[src/rtl/tdfe_pkg.sv]
// Shared constants and carrier types for the tone detector front end.
// Assumes one 10 MHz core clock and a word-aligned register port.
package tdfe_pkg;
  // Clock rate, for anyone deriving timing figures
  localparam int unsigned CLK_HZ = 10_000_000;

  // Register byte offsets
  localparam logic [7:0] OFS_CTRL     = 8'h00;
  localparam logic [7:0] OFS_EDF      = 8'h04;
  localparam logic [7:0] OFS_THR_ON   = 8'h08;
  localparam logic [7:0] OFS_THR_OFF  = 8'h0C;
  localparam logic [7:0] OFS_FLT_LEN  = 8'h10;
  localparam logic [7:0] OFS_FLT_WID  = 8'h14;
  localparam logic [7:0] OFS_FLT_SEL  = 8'h18;
  localparam logic [7:0] OFS_STATUS   = 8'h1C;
  localparam logic [7:0] OFS_MASK     = 8'h20;
  localparam logic [7:0] OFS_DIGIT    = 8'h24;
  localparam logic [7:0] OFS_ARRIVAL  = 8'h28;
  localparam logic [7:0] OFS_DEPART   = 8'h2C;
  localparam logic [7:0] OFS_CUR_TIME = 8'h30;
  localparam logic [7:0] OFS_ENVELOPE = 8'h34;
  localparam logic [7:0] OFS_STATE    = 8'h38;

  // Control register fields
  localparam int CTRL_MULAW  = 0;
  localparam int CTRL_GAIN_L = 1;
  localparam int CTRL_DTMF   = 3;
  localparam int CTRL_TONE   = 4;

  // Status and mask bit positions
  localparam int ST_DIGIT  = 0;
  localparam int ST_SHORT  = 1;
  localparam int ST_DEPART = 2;
  localparam int ST_ONSET  = 3;
  localparam int ST_DROP   = 4;
  localparam int ST_W      = 5;

  // Reset values
  localparam logic [15:0] RST_EDF     = 16'h0040;
  localparam logic [15:0] RST_THR_ON  = 16'h0400;
  localparam logic [15:0] RST_THR_OFF = 16'h0200;
  localparam logic [10:0] RST_FLT_LEN = 11'h03D;
  localparam logic [8:0]  RST_FLT_WID = 9'h000;
  localparam logic [8:0]  MAX_FLT_WID = 9'h1EC;

  // Companding expansion constants
  localparam logic [7:0]  ALAW_XOR  = 8'h55;
  localparam logic [15:0] MU_BIAS   = 16'h0084;
  localparam logic [15:0] ALAW_STEP = 16'h0100;

  // Gain shifts: top of range at +2, -10, -22 dBm0
  localparam logic [2:0] GAIN_SH_P2  = 3'h0;
  localparam logic [2:0] GAIN_SH_M10 = 3'h2;
  localparam logic [2:0] GAIN_SH_M22 = 3'h4;

  // Envelope arithmetic
  localparam int ENV_FRAC  = 15;
  localparam int ENV_SCALE = 5;

  // Digit tolerance in tenths of a percent, and power spread in dB
  localparam logic [15:0] TOL_PERMILLE = 16'h0013;
  localparam logic [15:0] PERMILLE     = 16'h03E8;
  localparam logic [7:0]  MAX_SPREAD   = 8'h0A;

  // Nominal tone frequencies in Hz
  localparam logic [11:0] LOW_HZ  [4] = '{12'h2B9, 12'h302, 12'h354, 12'h3AD};
  localparam logic [11:0] HIGH_HZ [4] = '{12'h4B9, 12'h538, 12'h5C5, 12'h661};

  // Power detector outcomes
  typedef enum logic [3:0] {
    TDFE_ONSET  = 4'b0001,
    TDFE_DEPART = 4'b0010,
    TDFE_TONE   = 4'b0100,
    TDFE_QUIET  = 4'b1000
  } tdfe_class_t;

  // Digit candidate from the bandpass filter bank
  typedef struct packed {
    logic        valid;
    logic [11:0] low_hz;
    logic [11:0] high_hz;
    logic [7:0]  low_db;
    logic [7:0]  high_db;
  } tdfe_cand_t;

  // Processed sample handed on to the filters
  typedef struct packed {
    logic               valid;
    logic               to_dtmf;
    logic signed [15:0] value;
  } tdfe_proc_t;
endpackage : tdfe_pkg

[src/rtl/tdfe_top.sv]
// Tone detector front end: sample queue, expansion, gain, envelope detector,
// digit validation, filter bank settings and host registers with interrupt.
// Assumes samples and candidates arrive synchronous to core_clk_in.
//
// Behaviour
// - Queue up to eight samples, one per step
// - Input and host first; pause during block work
// - Expand A-law by default, mu-law optionally
// - Three gain choices: +2, -10, -22 dBm0
// - Pairs of one low and one high tone
// - Each component within 1.9 percent of nominal
// - Accept power difference of 0 to 10 dB
// - Digit filters when enabled, else skip to tone
// - Valid digit written to digit register
// - Digit raises interrupt, suppresses short-tone flag
// - Latch onset; a digit copies it only when no tone present
// - Envelope smoothing with 32 times decay factor
// - Classify onset, departure, steady tone, silence
// - Departure status and time only after validation
// - Common filter length; width at most 492 Hz
// - Each filter selectable wide or narrow
//
// The placing of the registers and the plain strobed port were left to the implementer.
`timescale 1ns/100ps
module tdfe_top #(
  parameter int DEPTH = 8,
  parameter int NFILT = 6
) (
  input  wire logic                core_clk_in,
  input  wire logic                sys_rst_in,
  input  wire logic                sample_valid_in,
  input  wire logic [7:0]          sample_code_in,
  input  wire logic                block_busy_in,
  input  wire logic                first_block_done_in,
  input  wire tdfe_pkg::tdfe_cand_t cand_in,
  input  wire logic [7:0]          addr_in,
  input  wire logic [31:0]         wr_data_in,
  input  wire logic                wr_en_in,
  input  wire logic                rd_en_in,
  output tdfe_pkg::tdfe_proc_t     sample_out,
  output tdfe_pkg::tdfe_class_t    class_out,
  output logic                     class_valid_out,
  output logic [10:0]              flt_len_out,
  output logic [8:0]               flt_width_out,
  output logic [NFILT-1:0]         flt_wide_out,
  output logic [31:0]              rd_data_out,
  output logic                     irq_out
);
  // Parameters the queue pointers can serve
  if (DEPTH < 2 || (DEPTH & (DEPTH - 1)) != 0 || NFILT < 1 || NFILT > 32) begin : g_bad
    $error("tdfe_top: DEPTH must be a power of two, NFILT 1..32");
  end

  localparam int AW = $clog2(DEPTH);

  // Saturate a wide signed value into 16 bits
  function automatic logic signed [15:0] sat16(input logic signed [47:0] v);
    if (v > 48'sd32767)       return 16'sh7FFF;
    else if (v < -48'sd32768) return -16'sh8000;
    else                      return v[15:0];
  endfunction : sat16

  // True when freq is within the permitted deviation of nominal
  function automatic logic in_tol(input logic [11:0] f, input logic [11:0] nom);
    logic [15:0] diff;
    diff = (f > nom) ? {4'h0, f - nom} : {4'h0, nom - f};
    return (32'(diff) * 32'(tdfe_pkg::PERMILLE)) <=
           (32'(nom) * 32'(tdfe_pkg::TOL_PERMILLE));
  endfunction : in_tol

  // Expand one companded code to 16-bit linear
  function automatic logic signed [15:0] expand(input logic [7:0] code, input logic mu);
    logic [7:0]  x;
    logic [15:0] mag;
    logic        neg;
    x   = mu ? ~code : code ^ tdfe_pkg::ALAW_XOR;
    neg = mu ? x[7] : ~x[7];
    if (mu)
      mag = 16'(((16'({x[3:0], 3'b000}) + tdfe_pkg::MU_BIAS) << x[6:4]) - tdfe_pkg::MU_BIAS);
    else if (x[6:4] == 3'h0)
      mag = {8'h00, x[3:0], 4'h8};
    else
      mag = 16'((16'({x[3:0], 4'h8}) + tdfe_pkg::ALAW_STEP) << (x[6:4] - 3'h1));
    return neg ? -$signed(mag) : $signed(mag);
  endfunction : expand

  // Sample queue storage and pointers
  logic [7:0]  q_mem [DEPTH];
  logic [AW-1:0] q_wr;
  logic [AW-1:0] q_rd;
  logic [AW:0]   q_cnt;

  // Software settings
  logic [4:0]  ctrl;
  logic [15:0] edf;
  logic [15:0] thr_on;
  logic [15:0] thr_off;
  logic [tdfe_pkg::ST_W-1:0] status;
  logic [tdfe_pkg::ST_W-1:0] mask;

  // Detector state
  logic signed [15:0] envelope_level;
  logic        tone_present;
  logic        onset_valid;
  logic        digit_seen;
  logic [3:0]  digit;
  logic [15:0] cur_time;
  logic [15:0] held_onset;
  logic [15:0] arrival;
  logic [15:0] depart_time;

  // Queue control: a full queue refuses the new code
  wire q_full  = (q_cnt == (AW+1)'(DEPTH));
  wire q_empty = (q_cnt == '0);
  wire push    = sample_valid_in && !q_full;
  wire step    = !q_empty && !block_busy_in;
  wire drop    = sample_valid_in && q_full;

  // Register decode
  wire sel_ctrl   = (addr_in == tdfe_pkg::OFS_CTRL);
  wire sel_edf    = (addr_in == tdfe_pkg::OFS_EDF);
  wire sel_thr_on = (addr_in == tdfe_pkg::OFS_THR_ON);
  wire sel_thr_of = (addr_in == tdfe_pkg::OFS_THR_OFF);
  wire sel_len    = (addr_in == tdfe_pkg::OFS_FLT_LEN);
  wire sel_wid    = (addr_in == tdfe_pkg::OFS_FLT_WID);
  wire sel_fsel   = (addr_in == tdfe_pkg::OFS_FLT_SEL);
  wire sel_stat   = (addr_in == tdfe_pkg::OFS_STATUS);
  wire sel_mask   = (addr_in == tdfe_pkg::OFS_MASK);

  wire mulaw   = ctrl[tdfe_pkg::CTRL_MULAW];
  wire [1:0] gain = ctrl[tdfe_pkg::CTRL_GAIN_L +: 2];
  wire dtmf_en = ctrl[tdfe_pkg::CTRL_DTMF];
  wire tone_en = ctrl[tdfe_pkg::CTRL_TONE];

  // law follows the control bit, A-law after reset
  wire signed [15:0] lin = expand(q_mem[q_rd], mulaw);

  // gain selects the shift; the unused code acts as +2 dBm0
  wire [2:0] gsh = (gain == 2'h1) ? tdfe_pkg::GAIN_SH_M10 :
                   (gain == 2'h2) ? tdfe_pkg::GAIN_SH_M22 : tdfe_pkg::GAIN_SH_P2;
  wire signed [15:0] scaled = sat16(48'(lin) <<< gsh);

  // envelope update, products clamped to 32 bits first
  wire signed [47:0] p_samp = 48'(scaled) * $signed({32'h0000_0000, edf}) <<< tdfe_pkg::ENV_SCALE;
  wire signed [47:0] p_env  = 48'(envelope_level) * $signed({32'h0000_0000, edf})
                              <<< tdfe_pkg::ENV_SCALE;
  wire signed [47:0] a_samp = (p_samp < 0) ? -p_samp : p_samp;
  // hold both products inside the 32-bit range
  wire signed [47:0] c_samp = (a_samp > 48'sh7FFF_FFFF) ? 48'sh7FFF_FFFF : a_samp;
  wire signed [47:0] c_env  = (p_env  > 48'sh7FFF_FFFF) ? 48'sh7FFF_FFFF : p_env;
  wire signed [47:0] e_sum  = (48'(envelope_level) <<< tdfe_pkg::ENV_FRAC) + c_samp - c_env;
  wire signed [15:0] e_raw  = sat16(e_sum >>> tdfe_pkg::ENV_FRAC);
  wire signed [15:0] next_envelope = (e_raw < 0) ? 16'sh0000 : e_raw;

  // four outcomes from the thresholds and the present flag
  wire is_onset  = !tone_present && (next_envelope >= $signed(thr_on));
  wire is_depart = tone_present && (next_envelope < $signed(thr_off));
  wire tdfe_pkg::tdfe_class_t next_class =
      is_onset  ? tdfe_pkg::TDFE_ONSET  :
      is_depart ? tdfe_pkg::TDFE_DEPART :
      tone_present ? tdfe_pkg::TDFE_TONE : tdfe_pkg::TDFE_QUIET;
  wire ev_onset  = step && is_onset;
  wire ev_depart = step && is_depart;

  // locate the row and column of the candidate pair
  logic [3:0] row_hit;
  logic [3:0] col_hit;
  always_comb begin
    for (int i = 0; i < 4; i++) begin
      // each component inside the deviation window
      row_hit[i] = in_tol(cand_in.low_hz, tdfe_pkg::LOW_HZ[i]);
      col_hit[i] = in_tol(cand_in.high_hz, tdfe_pkg::HIGH_HZ[i]);
    end
  end
  wire [1:0] row = row_hit[3] ? 2'd3 : row_hit[2] ? 2'd2 : row_hit[1] ? 2'd1 : 2'd0;
  wire [1:0] col = col_hit[3] ? 2'd3 : col_hit[2] ? 2'd2 : col_hit[1] ? 2'd1 : 2'd0;
  wire [7:0] spread = (cand_in.low_db > cand_in.high_db) ? cand_in.low_db - cand_in.high_db
                                                        : cand_in.high_db - cand_in.low_db;
  // spread of 0 to 10 dB only
  wire digit_ok = cand_in.valid && dtmf_en && (|row_hit) && (|col_hit) &&
                  (spread <= tdfe_pkg::MAX_SPREAD);

  // Departure outcome: time only after a validated tone or digit
  wire dep_valid = ev_depart && onset_valid;
  // a recognised digit keeps the short-tone flag quiet
  wire dep_short = ev_depart && !onset_valid && tone_en && !digit_seen;
  wire tone_first = first_block_done_in && tone_en && tone_present && !onset_valid;

  // Events into the sticky status bits
  wire [tdfe_pkg::ST_W-1:0] ev;
  assign ev[tdfe_pkg::ST_DIGIT]  = digit_ok;
  assign ev[tdfe_pkg::ST_SHORT]  = dep_short;
  assign ev[tdfe_pkg::ST_DEPART] = dep_valid;
  assign ev[tdfe_pkg::ST_ONSET]  = tone_first;
  assign ev[tdfe_pkg::ST_DROP]   = drop;

  // Clear by writing one; a new event wins over the clear
  wire [tdfe_pkg::ST_W-1:0] w1c = (wr_en_in && sel_stat) ? wr_data_in[tdfe_pkg::ST_W-1:0] : '0;
  wire [tdfe_pkg::ST_W-1:0] next_status = (status & ~w1c) | ev;

  // width requests above the limit are clamped
  wire [8:0] wid_req = (wr_data_in[31:9] != '0 || wr_data_in[8:0] > tdfe_pkg::MAX_FLT_WID)
                       ? tdfe_pkg::MAX_FLT_WID : wr_data_in[8:0];

  // Read multiplexer; unmapped offsets read zero
  logic [31:0] rd_mux;
  always_comb begin
    unique case (addr_in)
      tdfe_pkg::OFS_CTRL:     rd_mux = {27'h0, ctrl};
      tdfe_pkg::OFS_EDF:      rd_mux = {16'h0, edf};
      tdfe_pkg::OFS_THR_ON:   rd_mux = {16'h0, thr_on};
      tdfe_pkg::OFS_THR_OFF:  rd_mux = {16'h0, thr_off};
      tdfe_pkg::OFS_FLT_LEN:  rd_mux = {21'h0, flt_len_out};
      tdfe_pkg::OFS_FLT_WID:  rd_mux = {23'h0, flt_width_out};
      tdfe_pkg::OFS_FLT_SEL:  rd_mux = 32'(flt_wide_out);
      tdfe_pkg::OFS_STATUS:   rd_mux = 32'(status);
      tdfe_pkg::OFS_MASK:     rd_mux = 32'(mask);
      tdfe_pkg::OFS_DIGIT:    rd_mux = {28'h0, digit};
      tdfe_pkg::OFS_ARRIVAL:  rd_mux = {16'h0, arrival};
      tdfe_pkg::OFS_DEPART:   rd_mux = {16'h0, depart_time};
      tdfe_pkg::OFS_CUR_TIME: rd_mux = {16'h0, cur_time};
      tdfe_pkg::OFS_ENVELOPE: rd_mux = {16'h0, envelope_level};
      tdfe_pkg::OFS_STATE:    rd_mux = {24'h0, tone_present, onset_valid, digit_seen,
                                        1'b0, 4'(q_cnt)};
      default:                rd_mux = 32'h0000_0000;
    endcase
  end

  // queue write side; storage needs no reset
  always_ff @(posedge core_clk_in) begin
    if (push) begin
      q_mem[q_wr] <= sample_code_in;
    end
  end

  // full queue drops the arrival; write pointer holds, count and read pointer move only on a step
  always_ff @(posedge core_clk_in) begin
    if (sys_rst_in) begin
      q_wr  <= '0;
      q_rd  <= '0;
      q_cnt <= '0;
    end else begin
      q_wr  <= push ? q_wr + 1'b1 : q_wr;
      q_rd  <= step ? q_rd + 1'b1 : q_rd;
      q_cnt <= q_cnt + (AW+1)'(push) - (AW+1)'(step);
    end
  end

  // Host settings; host access is never stalled by block work
  always_ff @(posedge core_clk_in) begin
    if (sys_rst_in) begin
      ctrl          <= '0;
      edf           <= tdfe_pkg::RST_EDF;
      thr_on        <= tdfe_pkg::RST_THR_ON;
      thr_off       <= tdfe_pkg::RST_THR_OFF;
      flt_len_out   <= tdfe_pkg::RST_FLT_LEN;
      flt_width_out <= tdfe_pkg::RST_FLT_WID;
      flt_wide_out  <= '0;
      mask          <= '0;
    end else if (wr_en_in) begin
      if (sel_ctrl)   ctrl    <= wr_data_in[4:0];
      if (sel_edf)    edf     <= wr_data_in[15:0];
      if (sel_thr_on) thr_on  <= wr_data_in[15:0];
      if (sel_thr_of) thr_off <= wr_data_in[15:0];
      // one length for all filters, width clamped
      if (sel_len)    flt_len_out   <= wr_data_in[10:0];
      if (sel_wid)    flt_width_out <= wid_req;
      // one wide or narrow bit per filter
      if (sel_fsel)   flt_wide_out  <= wr_data_in[NFILT-1:0];
      if (sel_mask)   mask    <= wr_data_in[tdfe_pkg::ST_W-1:0];
    end
  end

  // Sample path: one step per drained sample
  always_ff @(posedge core_clk_in) begin
    if (sys_rst_in) begin
      envelope_level  <= '0;
      tone_present    <= 1'b0;
      cur_time        <= '0;
      sample_out      <= '0;
      class_out       <= tdfe_pkg::TDFE_QUIET;
      class_valid_out <= 1'b0;
    end else begin
      class_valid_out <= step;
      sample_out.valid <= step;
      if (step) begin
        envelope_level <= next_envelope;
        cur_time       <= cur_time + 16'h0001;
        // route to the digit filters only when enabled
        sample_out.to_dtmf <= dtmf_en;
        sample_out.value   <= scaled;
        class_out          <= next_class;
        if (is_onset)  tone_present <= 1'b1;
        if (is_depart) tone_present <= 1'b0;
      end
    end
  end

  // Digit, timing and validation flags
  always_ff @(posedge core_clk_in) begin
    if (sys_rst_in) begin
      digit       <= '0;
      onset_valid <= 1'b0;
      digit_seen  <= 1'b0;
      held_onset  <= '0;
      arrival     <= '0;
      depart_time <= '0;
    end else begin
      if (ev_onset) held_onset <= cur_time;
      if (digit_ok) begin
        digit       <= {row, col};
        digit_seen  <= 1'b1;
        onset_valid <= 1'b1;
        // arrival loaded only when no tone is reported
        if (!tone_present) arrival <= held_onset;
      end
      if (tone_first) begin
        arrival     <= held_onset;
        onset_valid <= 1'b1;
      end
      if (ev_depart) begin
        if (onset_valid) depart_time <= cur_time;
        onset_valid <= 1'b0;
        digit_seen  <= 1'b0;
      end
    end
  end

  // Status, interrupt line and registered read data
  always_ff @(posedge core_clk_in) begin
    if (sys_rst_in) begin
      status      <= '0;
      irq_out     <= 1'b0;
      rd_data_out <= '0;
    end else begin
      status      <= next_status;
      irq_out     <= |(next_status & mask);
      rd_data_out <= rd_en_in ? rd_mux : 32'h0000_0000;
    end
  end

  chk_queue_bound: assert property (@(posedge core_clk_in) disable iff (sys_rst_in)
    q_cnt <= (AW+1)'(DEPTH)) else $error("queue count above depth");

  // a refused arrival leaves the count unchanged
  chk_full_drop: assert property (@(posedge core_clk_in) disable iff (sys_rst_in)
    (drop && !step) |=> (q_cnt == $past(q_cnt) && status[tdfe_pkg::ST_DROP]))
    else $error("full queue did not drop the sample");

  // nothing drains while block work runs
  chk_block_pause: assert property (@(posedge core_clk_in) disable iff (sys_rst_in)
    (block_busy_in && !sys_rst_in) |=> !class_valid_out) else $error("step during block work");

  // envelope stays within the non-negative 16-bit range
  chk_env_range: assert property (@(posedge core_clk_in) disable iff (sys_rst_in)
    envelope_level >= 0) else $error("envelope went negative");

  // accepted digit raises its status and the line if unmasked
  chk_digit_irq: assert property (@(posedge core_clk_in) disable iff (sys_rst_in)
    (digit_ok && mask[tdfe_pkg::ST_DIGIT]) |=> (status[tdfe_pkg::ST_DIGIT] && irq_out))
    else $error("digit did not raise interrupt");

  // departure after a digit never flags a short tone
  chk_short_suppress: assert property (@(posedge core_clk_in) disable iff (sys_rst_in)
    (ev_depart && digit_seen && !status[tdfe_pkg::ST_SHORT]) |=> !status[tdfe_pkg::ST_SHORT])
    else $error("short tone flagged after digit");

  // passband width never exceeds its limit
  chk_width_limit: assert property (@(posedge core_clk_in) disable iff (sys_rst_in)
    flt_width_out <= tdfe_pkg::MAX_FLT_WID) else $error("filter width above limit");

  // digit during a present tone leaves arrival alone
  chk_arrival_hold: assert property (@(posedge core_clk_in) disable iff (sys_rst_in)
    (digit_ok && tone_present && !tone_first) |=> $stable(arrival))
    else $error("arrival overwritten while tone present");

  // departure flag only follows a validated onset
  chk_depart_valid: assert property (@(posedge core_clk_in) disable iff (sys_rst_in)
    $rose(status[tdfe_pkg::ST_DEPART]) |-> $past(onset_valid) && $past(ev_depart))
    else $error("departure flagged without validation");

  // onset class always follows an envelope crossing
  chk_onset_class: assert property (@(posedge core_clk_in) disable iff (sys_rst_in)
    (class_valid_out && class_out == tdfe_pkg::TDFE_ONSET) |-> tone_present &&
    (envelope_level >= $signed(thr_on))) else $error("onset without crossing");
endmodule : tdfe_top

[config.mk]
export PLATFORM = sky130hd
export DESIGN_NAME = tdfe_top
export DESIGN_NICKNAME = d
export VERILOG_FILES = /design/src/rtl/tdfe_pkg.sv /design/src/rtl/tdfe_top.sv
export SDC_FILE = /design/constraint.sdc
export NUM_CORES = 2
export LEC_CHECK = 0
export BUFFER_PORTS_ARGS = -buffer_cell sky130_fd_sc_hd__buf_2
export CORE_ASPECT_RATIO = 1.2
export CORE_MARGIN = 10
export CORE_UTILIZATION = 45
export DETAILED_ROUTE_END_ITERATION = 8
export PLACE_DENSITY_LB_ADDON = 0.3
export SYNTH_ARGS = -nofsm -noshare
export SYNTH_HDL_FRONTEND = slang
export SYNTH_SLANG_ARGS = --single-unit
export TNS_END_PERCENT = 5
[constraint.sdc]
create_clock -name core_clk_in -period 22.1 [get_ports core_clk_in]
set_clock_uncertainty 0.1 [all_clocks]
set_input_delay 4.42 -clock core_clk_in [delete_from_list [all_inputs] [get_ports core_clk_in]]
set_output_delay 4.42 -clock core_clk_in [all_outputs]
set_load 0.005 [all_outputs]
==> reports/summary.md <==
The tools report the number of antenna violations at the first check in global routing as 4. The detailed router finished its first iteration with 3064 violations. The sequential area share after synthesis is 11.9%, and the max-cap check violation count is 0.

The tools report the gate count after technology mapping as 6331. The post-synthesis average cell area came out at 8.59 sq um. Ranked by instance count, the synthesized netlist is headed by inv_1 (1030), ha_1 (741), nand2_1 (712).

Before antenna repair, the detailed router went through 6 iterations. Port buffering added 161 buffers. The tools report the routability congestion estimate as 0.961. Data on the critical path is required at its endpoint by 22510 ps.

The delay of the slowest cell on the worst path came out at 580 ps. The die covers 135000 sq um. The later pin in the worst-skew pair is clocked with a latency of 580 ps. fa_1 takes more of the synthesized area than any other cell.

Total setup violations reported at the end of the flow: 0. Once the floorplan was initialized, standard cells occupied 45.4% of the core. Horizontal die dimension: 337 microns. inv_1 is the most common cell in the netlist. The vertical die dimension was 401 microns.

The worst hold path begins at sample_out[8]$_SDFFE_PP0P_. Of the cells placed in the final design, the portion with a size suffix greater than 1 is 5.82%. The final net count was 7881; the count of unique library cells instantiated by Yosys was 104. TritonCTS built the clock tree. TritonCTS created 24 clock buffers.

The tools report the endpoint type of the worst setup path as a flop. During synthesis, Yosys emitted a total of 0 warnings. Final max-slew violation count: 0. For the finished layout, the period the worst path requires is 20520 ps. The HPWL reported at the end of detailed placement was 115 mm. The worst setup path is launched from a flop.

Derived from the worst setup path, the maximum achievable clock frequency is 0.0487 GHz. Along the worst hold path, the cell count comes to 2. On the critical path, the stage with the largest delay is an instance of mux4_2. The tools report the multi-input gate area in the final layout as 43000 sq um. Setup repair after global routing left no endpoint under its margin. The buffer cell driving the clock tree root is clkbuf_16. Ranked by total cell area, the synthesized netlist is headed by fa_1 (26%), ha_1 (17%), dfxtp_1 (8.3%). The final global-route overflow total was 0; the signal arrival time at the worst endpoint was 20920 ps. Most common cell type on the critical path: ha_1. The flow ran to the end, and the final reports show no timing, DRC or antenna violations.

The worst reg2reg path endpoint is depart_time[4]$_SDFFE_PP0P_. For the maximum root-to-sink buffer count, the log shows 3. Global routing used 20.9% of the available tracks across all layers.

The flip-flop and latch count after synthesis is 290. Worst relative slew slack: 26.1%. In this run, post-CTS hold repair placed 0 buffers. The number of instances in the placed design is 7858.

Final cycle utilization of the critical path: 92.8%. Post-layout instance count excluding filler cells: 7910. The worst reg2reg path depth works out to 78. The capture endpoint of the worst hold path is sample_out[8]$_SDFFE_PP0P_. The top cell type by area accounts for 25.9% of the synthesized area.

After detailed routing, the average wire length per cell comes to 17.9 microns. Entering global routing, the biggest net connects 92 pins. The area added between synthesis and finish was 5.89%.

Number of failing hold endpoints at the final stage: 0. For the via total after detailed routing, the log shows 43400. For this run, the leading register cell type out of synthesis is dfxtp_1. Number of global-route vias before repair: 44900. The initialized floorplan defines 139 standard-cell rows. The run gives 11300 as the filler cell count. Across the whole layout, storage elements account for 6450 sq um. Summed over all layers, the routed wires come to 141 mm. The synthesized design contains 64 enable-type register cells.

The detail route stage leaves a number of antenna-violating nets equal to 0. The routed via count divided by cell count came out at 5.49. The CTS clock-pin slew for the worst setup and hold paths was 70 ps; the setup slack on the worst flop-to-flop path was 1580 ps. The mapped netlist covers 54400 sq um. Of all nets on the critical path, the largest fanout is 17. Critical path start-end classification: reg -> reg. The logs give 356 ps for the minimum hold slack and 0 for the post-route DRC violation count. The run gives 290 as the number of clock sinks. The share of async-settable or async-resettable flops after synthesis works out to 0%. Type of the tightest min-delay check: reg -> reg. The total area inside the core boundary comes to 120000 sq um. The wire length of the first global-routing pass was 233 mm; the transition time at the pin with the least slew margin was 1100 ps.

Depth of the CTS H-tree: 1. 178 I/O pins were placed.
[per-layer routing]
layer	GRT usage [%]	vias up	part of all wire (%)
li1	-	20700	-
met1	26.5	21200	42
met2	36.3	1258	49
met3	2.46	275	5.9
met4	6.97	4	3.5
met5	0	-	0.018
[metrics by stage]
step	utilization (%)	TNS (ps)	setup slack [ps]	cell area (sq um)
finish	48.0	0	1580	57600
global route	48.0	0	82.0	57500
CTS	47.9	0	253	57400
detailed placement	47.2	-0.712	-0.712	56500
global placement	47.2	0	709	56500
floorplan	-	0	2610	54400
[logic make-up (layout without fill, tap and decap cells)]
| family | count (synthesis) | in the layout | share of synthesized area, % |
|---|---|---|---|
| AOI/OAI and AO/OA | 1099 | 1099 | 13.1 |
| xor gates and xnor gates | 277 | 277 | 4.48 |
| adders and majority gates | 1445 | 1445 | 43.0 |
| buffers and inverters | 1317 | 1319 | 9.42 |
| DFF | 290 | 290 | 11.9 |
| muxes | 128 | 128 | 2.72 |
| other | 1 | 27 | 0.00690 |
| and+or+nand+nor | 1774 | 1774 | 15.5 |
[sequential cells by signal, summed over array words and instances, names as in the netlist, 4 cells and up, named ones only]
name            flops
mask                5
flt_wide_out        6
flt_width_out       9
held_onset         16
thr_off            16
cur_time           16
arrival            16
class_out           4
status              5
depart_time        16
rd_data_out        16
sample_out         16
envelope_level     15
edf                16
digit               4
thr_on             16
flt_len_out        11
q_mem              64
ctrl                5
q_cnt               4
[worst max-delay path, delay by kind of cell (launching register included)]
family / cells / cell delay (ps)
AO/OA/AOI/OAI: 29 / 6970
XOR/XNOR: 5 / 1190
adder cells (fa/ha/maj): 14 / 5700
buffers and inverters: 11 / 1800
flip-flops: 1 / 430
multiplexers: 3 / 1110
AND/OR/NAND/NOR: 16 / 3120
[layout by cell type (no fill, tap or decap), drive strengths merged, types with 33 or more instances in the layout]
master | Yosys | routed
a21o | 72 | 72
a21oi | 381 | 381
a22oi | 45 | 45
a31oi | 59 | 59
and2 | 229 | 229
buf | 63 | 235
clkbuf | 215 | 35
dfxtp | 226 | 226
edfxtp | 64 | 64
fa | 704 | 704
ha | 741 | 741
inv | 1033 | 1035
mux2i | 100 | 100
nand2 | 712 | 712
nand2b | 104 | 104
nand3 | 77 | 77
nor2 | 340 | 340
nor2b | 62 | 62
nor3 | 81 | 81
o21a | 37 | 37
o21ai | 205 | 205
o21bai | 33 | 33
xnor2 | 191 | 191
xor2 | 86 | 86
[worst max path at each step]
stage               cells past startpoint                            to  slack [ps]  startpoint
global placement                       78  depart_time[12]$_SDFFE_PP0P_         710        flop
global route                           80   depart_time[4]$_SDFFE_PP0P_          80        flop
finish                                 78   depart_time[4]$_SDFFE_PP0P_        1580        flop
CTS                                    82   held_onset[11]$_SDFFE_PP0P_         250        flop
floorplan                              90   held_onset[10]$_SDFFE_PP0P_        2610        flop
detailed placement                     78   depart_time[7]$_SDFFE_PP0P_        -0.7        flop
[area by class of cell]
cell class	instances	area share, %
clock inverters	9	0.246
flip-flops and latches	290	11.2
repair inverters	1	0.00870
multi-input cells	4749	74.8
well taps	1551	3.37
inverters	1039	6.79
diodes	1	0.00435
repair buffers	235	2.43
clock buffers	35	1.20
[what timing repair did]
item | CTS | global route
resized for setup | 0 | 21
gates cloned | 0 | 1
pin swaps | 1 | 2
setup buffers | 1 | 5
endpoints found under the setup margin | 16 | 42
Power is not shown: default switching activity piles up to over one toggle a cycle in this logic, so the estimate is an artifact.
